--- config.mk ---
export PLATFORM = sky130hd
export DESIGN_NAME = mbsfe_top
export DESIGN_NICKNAME = d
export VERILOG_FILES = /design/src/core/mbsfe_pkg.sv /design/src/core/mbsfe_line_sync.sv /design/src/core/mbsfe_top.sv
export VERILOG_INCLUDE_DIRS = /design/src /design/src/core
export SDC_FILE = /design/constraint.sdc
export NUM_CORES = 1
export LEC_CHECK = 0
export ABC_CLOCK_PERIOD_IN_PS = 3700
export BUFFER_PORTS_ARGS = -buffer_cell sky130_fd_sc_hd__buf_2
export CAP_MARGIN = 20
export CORE_ASPECT_RATIO = 0.5
export CORE_MARGIN = 1.5
export CORE_UTILIZATION = 45
export DETAILED_ROUTE_END_ITERATION = 10
export HOLD_SLACK_MARGIN = 0.15
export PLACE_DENSITY = 0.65
export SLEW_MARGIN = 20
export SYNTH_ARGS = -nofsm -noshare
export SYNTH_HDL_FRONTEND = slang
export SYNTH_HIERARCHICAL = 1
export SYNTH_SLANG_ARGS = --single-unit
export TNS_END_PERCENT = 1
--- constraint.sdc ---
create_clock -name sys_clk -period 3.7 [get_ports sys_clk]
set_clock_uncertainty 0.2 [all_clocks]
set_input_delay 0 -clock sys_clk [delete_from_list [all_inputs] [get_ports sys_clk]]
set_output_delay 0 -clock sys_clk [all_outputs]
set_load 0.005 [all_outputs]
--- src/core/mbsfe_map.svh ---
// Address values, register offsets, field positions and reset values of the
// monitor bus slave front end. Included by the top-level design file.
`ifndef MBSFE_MAP_SVH
`define MBSFE_MAP_SVH

`define MBSFE_ADDR_DEFAULT 7'h2E
`define MBSFE_ADDR_SEL_LO  7'h2C
`define MBSFE_ADDR_SEL_HI  7'h2D

`define MBSFE_OFS_CFG      8'h00
`define MBSFE_OFS_STATUS   8'h01
`define MBSFE_OFS_MASK     8'h02
`define MBSFE_OFS_VALUE    8'h10
`define MBSFE_OFS_LOW      8'h14
`define MBSFE_OFS_HIGH     8'h18
`define MBSFE_OFS_OFFSET   8'h1C

`define MBSFE_CFG_START    0
`define MBSFE_CFG_ALERT_A  1
`define MBSFE_CFG_ALERT_B  2
`define MBSFE_STAT_LOW_POS 3

`define MBSFE_CFG_RST      8'h00
`define MBSFE_MASK_RST     8'h00
`define MBSFE_LOW_RST      8'h00
`define MBSFE_HIGH_RST     8'h7F
`define MBSFE_OFFSET_RST   8'h00

`endif

--- src/core/mbsfe_pkg.sv ---
// Types shared by the monitor bus slave front end.
// Assumes the map header sits in the include path.
package mbsfe_pkg;

  typedef enum logic [2:0] {
    ST_IDLE,
    ST_ADDR,
    ST_ACK_WAIT,
    ST_ACK_HOLD,
    ST_RX,
    ST_TX,
    ST_MACK
  } mbsfe_state_e;

  typedef struct packed {
    logic scl;
    logic sda;
    logic scl_rise;
    logic scl_fall;
    logic start;
    logic stop;
    logic addr_en;
    logic addr_sel;
  } mbsfe_line_s;

endpackage : mbsfe_pkg

--- src/core/mbsfe_line_sync.sv ---
// Pin conditioner: synchronises the serial bus lines and the address straps
// to sys_clk and finds clock edges and start and stop conditions.
// Assumes all four inputs are asynchronous pins.
`timescale 1ns/100ps
module mbsfe_line_sync (
  input  wire logic               sys_clk,
  input  wire logic               rst_n,
  input  wire logic               scl_pin,
  input  wire logic               sda_pin,
  input  wire logic               addr_en_pin,
  input  wire logic               addr_sel_pin,
  output mbsfe_pkg::mbsfe_line_s  line
);
  logic [3:0] meta_reg;
  logic [3:0] sync_reg;
  logic [1:0] last_reg;

  // The first stage feeds the second stage only.
  always_ff @(posedge sys_clk) begin
    if (!rst_n) begin
      meta_reg <= 4'h3;
      sync_reg <= 4'h3;
    end else begin
      meta_reg <= {addr_sel_pin, addr_en_pin, sda_pin, scl_pin};
      sync_reg <= meta_reg;
    end
  end

  // Idle bus lines are high, so a reset never fakes an edge.
  always_ff @(posedge sys_clk) begin
    if (!rst_n) begin
      last_reg <= 2'h3;
    end else begin
      last_reg <= sync_reg[1:0];
    end
  end

  always_comb begin
    line.scl      = sync_reg[0];
    line.sda      = sync_reg[1];
    line.addr_en  = sync_reg[2];
    line.addr_sel = sync_reg[3];
    line.scl_rise = sync_reg[0] & ~last_reg[0];
    line.scl_fall = ~sync_reg[0] & last_reg[0];
    line.start    = sync_reg[0] & last_reg[0] & ~sync_reg[1] & last_reg[1];
    line.stop     = sync_reg[0] & last_reg[0] & sync_reg[1] & ~last_reg[1];
  end

endmodule : mbsfe_line_sync

--- src/core/mbsfe_top.sv ---
// Serial management bus slave front end of a thermal monitor: strap-chosen
// slave address, address pointer, value, limit, offset, status and mask
// registers, a round-robin measurement store and an open-drain alert.
// Assumes measurement samples arrive on sys_clk; bus pins are asynchronous.
// Functional notes
// - Straps sampled until the first address match choose slave address.
// - Enable strap high selects address 2E.
// - Enable strap low: select picks 2C or 2D.
// - Seven-bit address, slave only.
// - Address latched at eighth clock of match.
// - After latching, strap changes are ignored.
// - First write byte loads the address pointer.
// - All control reached only over serial bus.
// - Sequence stores each channel in its value.
// - Out-of-limit results set readable status bits.
// - Unmasked status drives alert output low.
// - Each status event has its own mask.
// - Alert may use either of two pins.
// - Signed offset added to temperature readings.
// - Writes carry one or two bytes; reads one.
// - Reads return register selected by pointer.
`timescale 1ns/100ps
`include "mbsfe_map.svh"
module mbsfe_top #(
  parameter int NCH = 3
) (
  input  wire logic        sys_clk,
  input  wire logic        rst_n,
  input  wire logic        scl_i,
  input  wire logic        sda_i,
  output logic             sda_o,
  output logic             sda_oe,
  input  wire logic        addr_en_strap,
  input  wire logic        addr_sel_strap,
  input  wire logic        meas_valid,
  input  wire logic [7:0]  meas_data,
  output logic [1:0]       meas_chan,
  output logic             meas_run,
  output logic             alert_pin_a_o,
  output logic             alert_pin_a_oe,
  output logic             alert_pin_b_o,
  output logic             alert_pin_b_oe,
  input  wire logic [7:0]  reg_addr,
  input  wire logic [7:0]  reg_wdata,
  input  wire logic        reg_wr,
  input  wire logic        reg_rd,
  output logic [7:0]       reg_rdata,
  output logic             irq
);
  mbsfe_pkg::mbsfe_line_s  ev;
  mbsfe_pkg::mbsfe_state_e state_reg;
  logic [2:0]  cnt_reg;
  logic [6:0]  shift_reg;
  logic        rw_reg;
  logic [1:0]  byte_idx_reg;
  logic        oe_reg;
  logic [7:0]  tx_reg;
  logic [6:0]  sel_addr_reg;
  logic        addr_lock_reg;
  logic [7:0]  ptr_reg;
  logic [7:0]  cfg_reg;
  logic [7:0]  status_reg;
  logic [7:0]  status_next;
  logic [7:0]  mask_reg;
  logic [7:0]  value_reg [NCH];
  logic [7:0]  low_reg   [NCH];
  logic [7:0]  high_reg  [NCH];
  logic [7:0]  offs_reg  [NCH];
  logic [1:0]  chan_reg;
  logic [7:0]  rx_byte;
  logic        byte_done;
  logic        rx_done;
  logic        ser_wr;
  logic [7:0]  rd_ser;
  logic [7:0]  cmp_vec;
  logic        alert;

  mbsfe_line_sync u_sync (
    .sys_clk      (sys_clk),
    .rst_n        (rst_n),
    .scl_pin      (scl_i),
    .sda_pin      (sda_i),
    .addr_en_pin  (addr_en_strap),
    .addr_sel_pin (addr_sel_strap),
    .line         (ev)
  );

  function automatic logic [6:0] addr_pick(input logic en, input logic sel);
    if (en) begin
      return `MBSFE_ADDR_DEFAULT;
    end
    return sel ? `MBSFE_ADDR_SEL_HI : `MBSFE_ADDR_SEL_LO;
  endfunction : addr_pick

  // Index of addr inside a bank of NCH registers at base, or NCH if outside.
  function automatic int bank_idx(input logic [7:0] addr, input logic [7:0] base);
    if (addr >= base && addr < base + 8'(NCH)) begin
      return int'(addr - base);
    end
    return NCH;
  endfunction : bank_idx

  function automatic logic [7:0] rd_mux(input logic [7:0] addr);
    int i;
    logic [7:0] r;
    r = 8'h00;
    if (addr == `MBSFE_OFS_CFG) r = cfg_reg;
    if (addr == `MBSFE_OFS_STATUS) r = status_reg;
    if (addr == `MBSFE_OFS_MASK) r = mask_reg;
    i = bank_idx(addr, `MBSFE_OFS_VALUE);
    if (i < NCH) r = value_reg[i];
    i = bank_idx(addr, `MBSFE_OFS_LOW);
    if (i < NCH) r = low_reg[i];
    i = bank_idx(addr, `MBSFE_OFS_HIGH);
    if (i < NCH) r = high_reg[i];
    i = bank_idx(addr, `MBSFE_OFS_OFFSET);
    if (i < NCH) r = offs_reg[i];
    return r;
  endfunction : rd_mux

  // Channel 0 is the voltage input and unsigned; the rest are signed.
  function automatic logic beyond(input logic [7:0] v, input logic [7:0] lim,
                                  input logic sgn, input logic hi);
    logic [8:0] a;
    logic [8:0] b;
    a = {sgn & v[7], v};
    b = {sgn & lim[7], lim};
    return hi ? ($signed(a) > $signed(b)) : ($signed(a) < $signed(b));
  endfunction : beyond

  // Straps follow the pins until the first match, then freeze until the next reset.
  always_ff @(posedge sys_clk) begin
    if (!rst_n) begin
      sel_addr_reg  <= `MBSFE_ADDR_DEFAULT;
      addr_lock_reg <= 1'b0;
    end else begin
      if (!addr_lock_reg) begin
        sel_addr_reg <= addr_pick(ev.addr_en, ev.addr_sel);
      end
      if (byte_done && state_reg == mbsfe_pkg::ST_ADDR && shift_reg == sel_addr_reg) begin
        addr_lock_reg <= 1'b1;
      end
    end
  end

  assign byte_done = ev.scl_rise && cnt_reg == 3'h7;
  assign rx_byte   = {shift_reg, ev.sda};
  assign rx_done   = byte_done && state_reg == mbsfe_pkg::ST_RX && byte_idx_reg < 2'h2;
  assign ser_wr    = rx_done && byte_idx_reg == 2'h1;

  // A process, not an assign, so that a write to the selected register is seen at once.
  always_comb begin
    rd_ser = rd_mux(ptr_reg);
  end

  // Slave-only byte engine; it never drives the clock line.
  always_ff @(posedge sys_clk) begin
    if (!rst_n) begin
      state_reg    <= mbsfe_pkg::ST_IDLE;
      cnt_reg      <= 3'h0;
      shift_reg    <= 7'h00;
      rw_reg       <= 1'b0;
      byte_idx_reg <= 2'h0;
      oe_reg       <= 1'b0;
      tx_reg       <= 8'hFF;
    end else if (ev.stop) begin
      state_reg <= mbsfe_pkg::ST_IDLE;
      oe_reg    <= 1'b0;
    end else if (ev.start) begin
      state_reg    <= mbsfe_pkg::ST_ADDR;
      cnt_reg      <= 3'h0;
      byte_idx_reg <= 2'h0;
      oe_reg       <= 1'b0;
    end else begin
      unique case (state_reg)
        mbsfe_pkg::ST_IDLE: begin
        end
        mbsfe_pkg::ST_ADDR, mbsfe_pkg::ST_RX: begin
          if (ev.scl_rise) begin
            shift_reg <= rx_byte[6:0];
            cnt_reg   <= cnt_reg + 3'h1;
          end
          if (byte_done && state_reg == mbsfe_pkg::ST_ADDR) begin
            if (shift_reg == sel_addr_reg) begin
              rw_reg    <= ev.sda;
              state_reg <= mbsfe_pkg::ST_ACK_WAIT;
            end else begin
              state_reg <= mbsfe_pkg::ST_IDLE;
            end
          end else if (byte_done) begin
            if (byte_idx_reg < 2'h2) begin
              byte_idx_reg <= byte_idx_reg + 2'h1;
              state_reg    <= mbsfe_pkg::ST_ACK_WAIT;
            end else begin
              state_reg <= mbsfe_pkg::ST_IDLE;
            end
          end
        end
        mbsfe_pkg::ST_ACK_WAIT: begin
          if (ev.scl_fall) begin
            oe_reg    <= 1'b1;
            state_reg <= mbsfe_pkg::ST_ACK_HOLD;
          end
        end
        mbsfe_pkg::ST_ACK_HOLD: begin
          if (ev.scl_fall) begin
            cnt_reg <= 3'h0;
            if (rw_reg) begin
              oe_reg    <= ~rd_ser[7];
              tx_reg    <= {rd_ser[6:0], 1'b1};
              state_reg <= mbsfe_pkg::ST_TX;
            end else begin
              oe_reg    <= 1'b0;
              state_reg <= mbsfe_pkg::ST_RX;
            end
          end
        end
        mbsfe_pkg::ST_TX: begin
          if (ev.scl_rise) begin
            cnt_reg <= cnt_reg + 3'h1;
            if (cnt_reg == 3'h7) begin
              state_reg <= mbsfe_pkg::ST_MACK;
            end
          end
          if (ev.scl_fall) begin
            oe_reg <= ~tx_reg[7];
            tx_reg <= {tx_reg[6:0], 1'b1};
          end
        end
        mbsfe_pkg::ST_MACK: begin
          // One byte per read: the line is released whatever the master answers.
          if (ev.scl_fall) begin
            oe_reg    <= 1'b0;
            state_reg <= mbsfe_pkg::ST_IDLE;
          end
        end
      endcase
    end
  end

  assign sda_o  = 1'b0;
  assign sda_oe = oe_reg;

  always_ff @(posedge sys_clk) begin
    if (!rst_n) begin
      ptr_reg <= 8'h00;
    end else if (rx_done && byte_idx_reg == 2'h0) begin
      ptr_reg <= rx_byte;
    end
  end

  // Only serial writes reach the control state; the plain port reads only.
  always_ff @(posedge sys_clk) begin
    if (!rst_n) begin
      cfg_reg  <= `MBSFE_CFG_RST;
      mask_reg <= `MBSFE_MASK_RST;
      for (int i = 0; i < NCH; i++) begin
        low_reg[i]  <= `MBSFE_LOW_RST;
        high_reg[i] <= `MBSFE_HIGH_RST;
        offs_reg[i] <= `MBSFE_OFFSET_RST;
      end
    end else if (ser_wr) begin
      if (ptr_reg == `MBSFE_OFS_CFG) cfg_reg <= rx_byte;
      if (ptr_reg == `MBSFE_OFS_MASK) mask_reg <= rx_byte;
      for (int i = 0; i < NCH; i++) begin
        if (bank_idx(ptr_reg, `MBSFE_OFS_LOW) == i) low_reg[i] <= rx_byte;
        if (bank_idx(ptr_reg, `MBSFE_OFS_HIGH) == i) high_reg[i] <= rx_byte;
        if (bank_idx(ptr_reg, `MBSFE_OFS_OFFSET) == i) offs_reg[i] <= rx_byte;
      end
    end
  end

  always_ff @(posedge sys_clk) begin
    if (!rst_n) begin
      reg_rdata <= 8'h00;
    end else if (reg_rd) begin
      reg_rdata <= rd_mux(reg_addr);
    end else begin
      reg_rdata <= 8'h00;
    end
  end

  // Round robin over the channels while the start bit is set.
  always_ff @(posedge sys_clk) begin
    if (!rst_n) begin
      chan_reg <= 2'h0;
      for (int i = 0; i < NCH; i++) begin
        value_reg[i] <= 8'h00;
      end
    end else if (meas_valid && cfg_reg[`MBSFE_CFG_START]) begin
      value_reg[chan_reg] <= (chan_reg == 2'h0) ? meas_data
                             : meas_data + offs_reg[chan_reg];
      chan_reg <= (chan_reg == 2'(NCH - 1)) ? 2'h0 : chan_reg + 2'h1;
    end
  end

  assign meas_chan = chan_reg;
  assign meas_run  = cfg_reg[`MBSFE_CFG_START];

  always_comb begin
    cmp_vec = 8'h00;
    for (int i = 0; i < NCH; i++) begin
      cmp_vec[i] = beyond(value_reg[i], high_reg[i], i != 0, 1'b1);
      cmp_vec[i + `MBSFE_STAT_LOW_POS] = beyond(value_reg[i], low_reg[i], i != 0, 1'b0);
    end
  end

  // A comparison that fires in the cycle of a write-one clear keeps its bit.
  always_comb begin
    status_next = status_reg;
    if (ser_wr && ptr_reg == `MBSFE_OFS_STATUS) begin
      status_next = status_reg & ~rx_byte;
    end
    status_next = status_next | cmp_vec;
  end

  always_ff @(posedge sys_clk) begin
    if (!rst_n) begin
      status_reg <= 8'h00;
    end else begin
      status_reg <= status_next;
    end
  end

  assign alert          = |(status_reg & ~mask_reg);
  assign irq            = alert;
  assign alert_pin_a_o  = 1'b0;
  assign alert_pin_b_o  = 1'b0;
  assign alert_pin_a_oe = alert & cfg_reg[`MBSFE_CFG_ALERT_A];
  assign alert_pin_b_oe = alert & cfg_reg[`MBSFE_CFG_ALERT_B];

  a_addr_default: assert property (@(posedge sys_clk) disable iff (!rst_n)
    (!addr_lock_reg && ev.addr_en) |=> sel_addr_reg == `MBSFE_ADDR_DEFAULT)
    else $error("default address not chosen");

  a_addr_select: assert property (@(posedge sys_clk) disable iff (!rst_n)
    (!addr_lock_reg && !ev.addr_en) |=>
      sel_addr_reg == ($past(ev.addr_sel) ? `MBSFE_ADDR_SEL_HI : `MBSFE_ADDR_SEL_LO))
    else $error("strap address wrong");

  a_addr_frozen: assert property (@(posedge sys_clk) disable iff (!rst_n)
    addr_lock_reg |=> addr_lock_reg && $stable(sel_addr_reg))
    else $error("address changed after latch");

  a_addr_latch: assert property (@(posedge sys_clk) disable iff (!rst_n)
    $rose(addr_lock_reg) |-> $past(ev.scl_rise) && $past(cnt_reg) == 3'h7
      && $past(state_reg) == mbsfe_pkg::ST_ADDR)
    else $error("address latched at wrong edge");

  a_nack_foreign: assert property (@(posedge sys_clk) disable iff (!rst_n)
    (state_reg == mbsfe_pkg::ST_ADDR && byte_done && !ev.stop && !ev.start
      && shift_reg != sel_addr_reg) |=> (state_reg == mbsfe_pkg::ST_IDLE && !sda_oe) [*2])
    else $error("foreign address acknowledged");

  a_ptr_first: assert property (@(posedge sys_clk) disable iff (!rst_n)
    (rx_done && byte_idx_reg == 2'h0 && !ev.start && !ev.stop) |=> ptr_reg == $past(rx_byte))
    else $error("pointer not loaded by first byte");

  a_offset_add: assert property (@(posedge sys_clk) disable iff (!rst_n)
    (meas_valid && meas_run && meas_chan == 2'h1) |=>
      value_reg[1] == 8'($past(meas_data) + $past(offs_reg[1])))
    else $error("offset not applied");

  a_status_set: assert property (@(posedge sys_clk) disable iff (!rst_n)
    (cmp_vec != 8'h00) |=> (status_reg & $past(cmp_vec)) == $past(cmp_vec))
    else $error("limit event lost");

  a_alert_mask: assert property (@(posedge sys_clk) disable iff (!rst_n)
    ((status_reg & ~mask_reg) == 8'h00) |-> !alert_pin_a_oe && !alert_pin_b_oe && !irq)
    else $error("masked event drives alert");

  a_one_read: assert property (@(posedge sys_clk) disable iff (!rst_n)
    (state_reg == mbsfe_pkg::ST_MACK && ev.scl_fall && !ev.start && !ev.stop) |=>
      state_reg == mbsfe_pkg::ST_IDLE && !sda_oe)
    else $error("read went past one byte");

endmodule : mbsfe_top

* Word level (Yosys, flattened, before mapping)
Memory sizes are Yosys's and may differ from the RTL's. A register that Yosys moved wholly into a read port is not among the register bits.
Cells that the tools add are included.
** Cells by class
- Add/sub/neg operators :: 12
- Order comparisons :: 31
- Eq/ne operators :: 36
- Reduce and logical (&&, ||, !) cells :: 49
- Bitwise operators :: 32
- Muxes and demuxes :: 162
** Operator list (count)
- 2-to-1 mux 32 bit :: 33
- less-than comparator 32 x 3 -> 1 bit (second input constant) :: 8
- 2-to-1 mux 8 bit :: 29
- equality test 32 x 2 -> 1 bit (second input constant) :: 3
- equality test 32 x 3 -> 1 bit (second input constant) :: 3
- zero test 32 bit :: 3
- 2-to-1 mux 1 bit :: 74
- subtractor 8 x 5 -> 9 bit (second input constant) :: 8
- >= comparator 8 x 5 -> 1 bit (second input constant) :: 8
- less-than comparator 8 x 5 -> 1 bit (second input constant) :: 8
- 2-to-1 mux 3 bit :: 9
- > comparator 8 bit :: 3
- less-than comparator 8 bit :: 3
- 2-to-1 mux 2 bit :: 11
- != test 3 bit (second input constant) :: 6
- logical AND 1 bit :: 17
- AND 8 bit :: 2
- equality test 8 x 1 -> 1 bit (second input constant) :: 2
- equality test 8 x 2 -> 1 bit (second input constant) :: 2
- zero test 8 bit :: 2
- != test 2 bit (second input constant) :: 8
- NOT 8 bit :: 2
- one-hot mux 8 bit (2 select lines) :: 1
- OR reduction 8 bit :: 2
- 33 further kinds :: 75
** Word-level totals
- Bits in registers :: 85
- Input bits :: 33
- Memories kept :: 4
- Word-level logic and storage cells :: 345
- Bits in writable memories :: 96
** Memory list
- high_reg :: depth 3, bits a word 8, read ports 5, clocked after memory_dff 0, write ports 3, line mbsfe_top.sv:67 : logic [7:0] high_reg [NCH];
- low_reg :: depth 3, bits a word 8, read ports 5, clocked after memory_dff 0, write ports 3, line mbsfe_top.sv:66 : logic [7:0] low_reg [NCH];
- offs_reg :: depth 3, bits a word 8, read ports 3, clocked after memory_dff 1, write ports 3, line mbsfe_top.sv:68 : logic [7:0] offs_reg [NCH];
- value_reg :: depth 3, bits a word 8, read ports 5, clocked after memory_dff 0, write ports 3, line mbsfe_top.sv:65 : logic [7:0] value_reg [NCH];

* Logic depth before layout (Yosys ltp)
Gate-level depths: netlist of the first run.
- Depth after elaboration :: 17
- Mapped depth :: 13
- Mapped depth without buffers :: 12

* Hierarchy
The synthesis of the first run kept the hierarchy.
** By module, submodules not included
- mbsfe_top :: times used 1, area each 11329.6 um^2, sequential area each 4544.4 um^2, cells each 1241
- mbsfe_line_sync :: times used 1, area each 295.3 um^2, sequential area each 200.2 um^2, cells each 24

* Worst setup path after synthesis of the first run
Ideal clock, no wire load.
- Path kind :: register to register
- Start point :: register (tool-made name)
- End point :: memory value_reg[3][7], data pin
- Data arrival time :: 2.731 ns
- Path slack :: 0.503 ns
- Data required time :: 3.234 ns
- Cell stages (with the launch flop) :: 13
- Clock period less this slack :: 3.197 ns
- Path buffers :: 1
- Cell sequence :: dfxtp_1 > clkbuf_1 > mux2i_1 > o21a_1 > inv_1 > ha_1 > a21o_1 > a21oi_1 > o21ai_0 > a2111oi_0 > nor3_1 > nor3_1 > xor2_1
** RTL lines (line)
- to (decl) :: mbsfe_top.sv:65

==> run summary, run 1 <==
Outcome
- **result of the run** finished, final reports clean

Die
- **vertical die dimension** 117 um
- **DIE WIDTH** 230 um
- **core box area** 25300 um2
- **effective utilization at floorplan** 46.0%
- **I/O pin count** 51
- **number of placement rows** 41
- **overall die area** 26900 um2

Finish
- **Total Nets Final** 1431
- **fraction of final layout cells sized beyond drive strength 1** 10.8%
- **number of inserted filler cells in the final layout** 2342
- **leading cell types in the layout, fill and taps excluded** sky130_fd_sc_hd__nor2_1, sky130_fd_sc_hd__edfxtp_1, sky130_fd_sc_hd__nand2_1
- **leading cell type in the layout, fill and taps excluded** sky130_fd_sc_hd__nor2_1
- **layout overhead on the synthesized area** 12.5%
- **Antenna diodes** 0
- **number of flip-flops under the largest register name** 32

STA
- **Tmin final** 3460 ps
- **maximum achievable frequency** 289 MHz
- **number of endpoints failing setup at the final stage** 0
- **Least-Margin Pin Slew** 893 ps
- **sum of negative setup slack** 0 ps
- **share of the clock period used by the worst path after layout** 93.5%
- **number of hold violations in the final report** 0
- **RSZ-0062 raised after global routing** false
- **worst slew slack as a fraction of its limit** 40.3%
- **Slew Viols, Final** 0
- **final-layout worst hold slack** 208 ps

Routing
- **number of iterations in the first detailed-routing pass** 8
- **Antenna Violating Nets Remaining** 0
- **Vias** 10104
- **wire length reported by the detailed router** 36400 um
- **DRC violation count after routing** 0
- **routed length per instance** 21.7 um
- **routed via count divided by cell count** 6.01
- **1st-iter DRT viols** 1169

Synthesis
- **ys async rst share** 0%
- **number of flops mapped to enable cells by yosys** 104
- **Post-Synthesis Cell Area** 11600 um2
- **per-instance average area after synthesis** 9.19 um2
- **fraction of the yosys area taken by sequential cells** 40.8%
- **leading area contributor after synthesis** sky130_fd_sc_hd__edfxtp_1
- **most used flip-flop cell after synthesis** sky130_fd_sc_hd__edfxtp_1
- **post-synthesis cell type count** 75
- **largest cells by area after synthesis** sky130_fd_sc_hd__edfxtp_1, sky130_fd_sc_hd__dfxtp_1, sky130_fd_sc_hd__ha_1
- **top cell type's share of synthesized area** 26.9%
- **number of flip-flops and latches in the synthesized netlist** 185
- **Yosys warnings** 6
- **Post-Synthesis Cells** 1265

Critical path
- **Crit Path Class** reg2reg
- **endpoint class of the critical path** flip-flop
- **critical path peak fanout** 7
- **CP Launch Type** flip-flop
- **Worst Path Required** 3700 ps
- **Arrival @ worst endpoint** 3460 ps

CTS
- **clock buffer count from CTS** 17
- **buffer depth of the longest clock path** 2
- **source-to-sink clock delay at the later pin of the worst-skew pair** 460 ps
- **number of H-tree levels** 4
- **cts repair resizes** 0
- **number of buffers inserted for hold repair after clock tree synthesis** 27
- **CTS tree** done
- **clock tree root buffer cell** sky130_fd_sc_hd__clkbuf_16
- **postcts setup bufs** 0
- **clock transition time at the flip-flop clock pins of the worst setup and hold paths** 70 ps
- **total number of clock tree sinks** 185

Power and ir drop
- **Cell Pwr Density** 336 nW/um2
- **maximum vdd drop** 0.296 mV
- **leakage power** 5.02 nW
- **post-layout power** 0.00439 W

GRT
- **number of global-route vias before repair** 9346
- **grt ovf** 0
- **met1 track demand over resource** 40.0%
- **Global Route met2 Usage** 40.8%
- **most utilized layer in the global route result** met2
- **all-layer global routing usage** 27.8%
- **first-pass GRT wire length** 55600 um
- **GR Layer Usage met3** 7.64%
- **pin count of the biggest net entering global routing** 59
- **antenna violations before repair** 0

Run
- **Max-Cap Viols** 0

Placed design
- **Final HPWL DP** 27500 um
- **routability congestion estimate from global placement** 1.03
- **number of port buffers** 38

Worst hold path
- **Min-Delay Path Class** in2reg

## final timing paths
check,start,to,slack (ps),depth (start not counted)
min,meas_valid,meas_chan[0]$_SDFFE_PN0P_,210,4
max reg2reg,flip-flop,value_reg[3][6]$_DFFE_PP_,240,12
max,flip-flop,value_reg[3][6]$_DFFE_PP_,240,12
min reg2reg,u_sync/meta_reg[1]$_SDFF_PN1_,u_sync/sync_reg[1]$_SDFF_PN1_,210,1
## worst max-delay path: stages, from the launching register on
cell and delay [ps]:
sky130_fd_sc_hd__dfxtp_1 340, sky130_fd_sc_hd__buf_4 190, sky130_fd_sc_hd__mux2i_1 220, sky130_fd_sc_hd__o21ai_0 130, sky130_fd_sc_hd__ha_1 340, sky130_fd_sc_hd__nor2b_1 150
sky130_fd_sc_hd__o21ai_0 210, sky130_fd_sc_hd__a21boi_0 160, sky130_fd_sc_hd__o21a_1 200, sky130_fd_sc_hd__or3_1 300, sky130_fd_sc_hd__nand3_1 140, sky130_fd_sc_hd__nand2_1 60
sky130_fd_sc_hd__dlygate4sd3_1 550
## layout make-up
type                       instances  area [um2]  share of cell area, %
clock inverter                    13         123                  0.938
clock buffer                      18         429                   3.28
timing repair buffer             107         776                   5.93
inverter                          89         334                   2.55
multi-input combinational        924        6240                   47.7
sequential                       185        4750                   36.3
tap                              344         430                   3.29
## per-layer routing
metal	up-vias	part of all wire, %
met3	50	11
met5	-	0
met1	4843	46
met2	496	42
li1	4715	-
met4	0	2.1
## report_power, final
group / internal (W) / switching (W) / total [W]
Combinational: 0.000149 / 0.000220 / 0.000369
Clock: 0.000928 / 0.000828 / 0.00176
Sequential: 0.00221 / 0.0000551 / 0.00226
## cell families after synthesis
| kind of cell | share of synthesized area, % |
|---|---|
| flip-flops | 40.8 |
| other | 0.0323 |
| adder cells (fa/ha/maj) | 8.12 |
| AO/OA/AOI/OAI | 18.1 |
| multiplexers | 9.03 |
| XOR/XNOR | 0.721 |
| buffers and inverters | 5.56 |
| AND/OR/NAND/NOR | 17.6 |
## Yosys cell counts (8+ instances only)
library cell,number
sky130_fd_sc_hd__nor3_1,27
sky130_fd_sc_hd__a211oi_1,13
sky130_fd_sc_hd__nand2_1,101
sky130_fd_sc_hd__a21oi_1,94
sky130_fd_sc_hd__buf_2,13
sky130_fd_sc_hd__nand3_1,34
sky130_fd_sc_hd__mux2i_1,79
sky130_fd_sc_hd__clkbuf_1,43
sky130_fd_sc_hd__a221oi_1,13
sky130_fd_sc_hd__nor2_1,113
sky130_fd_sc_hd__o21a_1,18
sky130_fd_sc_hd__and2_1,26
sky130_fd_sc_hd__nand2b_1,30
sky130_fd_sc_hd__edfxtp_1,104
sky130_fd_sc_hd__ha_1,73
sky130_fd_sc_hd__o22ai_1,18
sky130_fd_sc_hd__and3_1,12
sky130_fd_sc_hd__o211ai_1,28
sky130_fd_sc_hd__nand4_1,10
sky130_fd_sc_hd__nor2b_1,17
sky130_fd_sc_hd__o21ai_0,81
sky130_fd_sc_hd__mux4_2,8
sky130_fd_sc_hd__inv_1,89
sky130_fd_sc_hd__a21o_1,12
sky130_fd_sc_hd__dfxtp_1,81
## metrics by stage
step | cell area, um2 | setup WS, ps | util (%) | cells
floorplan | 11600 | 503 | - | 1267
global placement | 12300 | 445 | 48.5 | 1622
detailed placement | 12300 | 419 | 48.5 | 1622
CTS | 13100 | 283 | 51.7 | 1680
global route | 13100 | 3.25 | 51.7 | 1680
finish | 13100 | 242 | 51.7 | 1680
(Power assumes the default switching activity.)
==> inputs of run 2 (changes only) <==
--- a/config.mk
+++ b/config.mk
@@ -6,15 +6,18 @@
 export SDC_FILE = /design/constraint.sdc
 export NUM_CORES = 1
 export LEC_CHECK = 0
-export ABC_CLOCK_PERIOD_IN_PS = 3700
+export ABC_CLOCK_PERIOD_IN_PS = 3250
 export BUFFER_PORTS_ARGS = -buffer_cell sky130_fd_sc_hd__buf_2
 export CAP_MARGIN = 20
+export CELL_PAD_IN_SITES_DETAIL_PLACEMENT = 0
+export CELL_PAD_IN_SITES_GLOBAL_PLACEMENT = 2
 export CORE_ASPECT_RATIO = 0.5
 export CORE_MARGIN = 1.5
-export CORE_UTILIZATION = 45
+export CORE_UTILIZATION = 40
 export DETAILED_ROUTE_END_ITERATION = 10
+export GPL_ROUTABILITY_DRIVEN = 0
 export HOLD_SLACK_MARGIN = 0.15
-export PLACE_DENSITY = 0.65
+export PLACE_DENSITY = 0.85
 export SLEW_MARGIN = 20
 export SYNTH_ARGS = -nofsm -noshare
 export SYNTH_HDL_FRONTEND = slang
==> constraint.sdc (replaced) <==
create_clock -name sys_clk -period 3.25 [get_ports sys_clk]
set_clock_uncertainty 0.2 [all_clocks]
set_input_delay 0 -clock sys_clk [delete_from_list [all_inputs] [get_ports sys_clk]]
set_output_delay 0 -clock sys_clk [all_outputs]
set_load 0.005 [all_outputs]
==> run 2 against run 1 <==
  * Critical path depth unchanged
  * Largest cell class unchanged
  * Utilization decreased by 4.8 points
  * Global-route usage decreased by 1.4 points
  * Combinational power increased by 15%
  * Sequential power increased by 14%
==> run summary, run 2 (synthesis results as in run 1) <==
CTS
- **clock tree root buffer cell** sky130_fd_sc_hd__clkbuf_16
- **clock buffer count from CTS** 17
- **buffer depth of the longest clock path** 2
- **source-to-sink clock delay at the later pin of the worst-skew pair** 460 ps
- **postcts setup bufs** 0
- **total number of clock tree sinks** 185
- **number of H-tree levels** 4
- **clock transition time at the flip-flop clock pins of the worst setup and hold paths** 70 ps
- **CTS tree** done

Power and ir drop
- **leakage power** 5.11 nW
- **cell-internal power** 0.00372 W
- **Gate power share** 8.5%
- **P_sw** 0.00131 W
- **portion of total power attributed to sequential cells** 51.4%
- **Cell Pwr Density** 381 nW/um2
- **power share of the clock group** 40.1%
- **maximum vdd drop** 0.397 mV
- **switching portion of total power** 26.0%

Critical path
- **endpoint class of the critical path** flip-flop
- **Worst Path Required** 3250 ps
- **Crit Path Class** reg2reg
- **highest-delay cell along the critical path** sky130_fd_sc_hd__dfxtp_1
- **largest stage delay on the critical path** 390 ps
- **cells along the critical path** mux2i_1, o21a_1, inv_1, ha_1, a21o_1, a21oi_2, o21ai_0, a2111oi_1, buf_4, nor3_1, nor3_1, xor2_1
- **reg2reg setup slack** 180 ps
- **critical path peak fanout** 3
- **cell count of the worst reg-to-reg path** 12
- **cell type with the highest occurrence count on the critical path** sky130_fd_sc_hd__nor3_1
- **CP Launch Type** flip-flop
- **Arrival @ worst endpoint** 3070 ps

GRT
- **first-pass GRT wire length** 57500 um
- **grt ovf** 0
- **all-layer global routing usage** 26.4%
- **number of global-route vias before repair** 9326
- **antenna violations before repair** 2
- **pin count of the biggest net entering global routing** 59

STA
- **number of endpoints failing setup at the final stage** 0
- **smallest setup slack after layout** 181 ps
- **maximum achievable frequency** 326 MHz
- **number of hold violations in the final report** 0
- **Tmin final** 3070 ps
- **Slew Viols, Final** 0
- **sum of negative setup slack** 0 ps
- **Least-Margin Pin Slew** 701 ps
- **share of the clock period used by the worst path after layout** 94.4%
- **worst slew slack as a fraction of its limit** 52.8%
- **RSZ-0062 raised after global routing** false

Worst hold path
- **startpoint of the lowest-slack hold path** reg_addr[6]
- **hold depth** 6
- **Min-Delay Path Class** in2reg

Routing
- **Vias** 10172
- **routed via count divided by cell count** 5.88
- **1st-iter DRT viols** 1132
- **DRC violation count after routing** 0
- **routed length per instance** 22.9 um
- **wire length reported by the detailed router** 39500 um
- **Antenna Violating Nets Remaining** 0
- **number of iterations in the first detailed-routing pass** 6

Placed design
- **worst-case setup slack after placement** 12.9 ps
- **Final HPWL DP** 29700 um
- **number of port buffers** 38

Die
- **core box area** 28100 um2
- **I/O pin count** 51
- **overall die area** 30200 um2
- **number of placement rows** 43
- **effective utilization at floorplan** 41.3%
- **vertical die dimension** 124 um
- **DIE WIDTH** 244 um

Finish
- **layout overhead on the synthesized area** 13.6%
- **total area of multi-input combinational cells** 6250 um2
- **leading cell type in the layout, fill and taps excluded** sky130_fd_sc_hd__nor2_1
- **number of inserted filler cells in the final layout** 2659
- **leading cell types in the layout, fill and taps excluded** sky130_fd_sc_hd__nor2_1, sky130_fd_sc_hd__edfxtp_1, sky130_fd_sc_hd__nand2_1
- **Total Nets Final** 1441
- **fraction of final layout cells sized beyond drive strength 1** 11.8%
- **combined flip-flop and latch cell area** 4750 um2
- **number of flip-flops under the largest register name** 32

Outcome
- **result of the run** finished, final reports clean

Run
- **Max-Cap Viols** 0

-- run 2: changes by cell type in the layout (fill, tap and decap cells not counted), moves of 2 or more --
cell	before	now
sky130_fd_sc_hd__buf_4	42	56
sky130_fd_sc_hd__dlygate4sd3_1	27	23
sky130_fd_sc_hd__clkinvlp_4	3	0
sky130_fd_sc_hd__clkbuf_1	1	3
sky130_fd_sc_hd__clkinv_2	2	0
sky130_fd_sc_hd__inv_4	0	2
-- run 2: worst max-delay path, delay by kind of cell, from the launching register on --
kind,cells,cell delay [ps]
AOI/OAI and AO/OA,5,1100
DFF,1,390
xor gates and xnor gates,1,100
adders and majority gates,1,270
muxes,1,210
buffers and inverters,2,260
and+or+nand+nor,2,290
-- run 2: path summary, 6_finish.rpt --
| kind | to |
|---|---|
| worst max-delay path | value_reg[3][7]$_DFFE_PP_ |
| worst min-delay path | reg_rdata[6]$_SDFF_PN0_ |
| worst min register to register | u_sync/sync_reg[0]$_SDFF_PN1_ |
| worst max register to register | value_reg[3][7]$_DFFE_PP_ |
-- run 2: routing by layer --
layer | GRT usage, % | routed length, um | up-vias
li1 | - | - | 4726
met1 | 37.9 | 18500 | 4941
met2 | 38.1 | 16200 | 452
met3 | 7.58 | 4060 | 53
met4 | 8.06 | 848 | 0
met5 | 0 | 0 | -
-- run 2: timing repair --
action	in CTS	in global routing
hold buffers	23	0
endpoints found under the setup margin	0	27
resized for setup	0	5
hold endpoints to repair	67	0
-- run 2: layout make-up --
cell class	count	share of cell area, %
multi-input cells	924	47.4
diodes	1	0.0190
clock inverters	10	0.644
clock buffers	21	3.50
well taps	382	3.62
inverters	89	2.53
repair buffers	117	6.37
flip-flops and latches	185	36.0
-- run 2: power groups by stage --
stage          clock (W)  combinational (W)  sequential (W)
2_1_floorplan          0           0.000252         0.00259
3_3_place_gp           0           0.000388         0.00263
3_5_place_dp           0           0.000393         0.00263
4_1_cts          0.00205           0.000417         0.00258
5_1_grt          0.00214           0.000463         0.00259
6_report         0.00202           0.000426         0.00258
-- run 2: metrics by stage --
stage	area [um2]	hold slack, ps	util, %	cells	total power (W)
after global routing	13200	220	46.9	1728	0.00519
after floorplan	11600	-127	-	1267	0.00285
after detailed placement	12400	-14.8	44.1	1674	0.00302
after global placement	12400	-14.9	44.1	1674	0.00302
final	13200	205	46.9	1729	0.00503
after CTS	13200	186	46.9	1728	0.00505
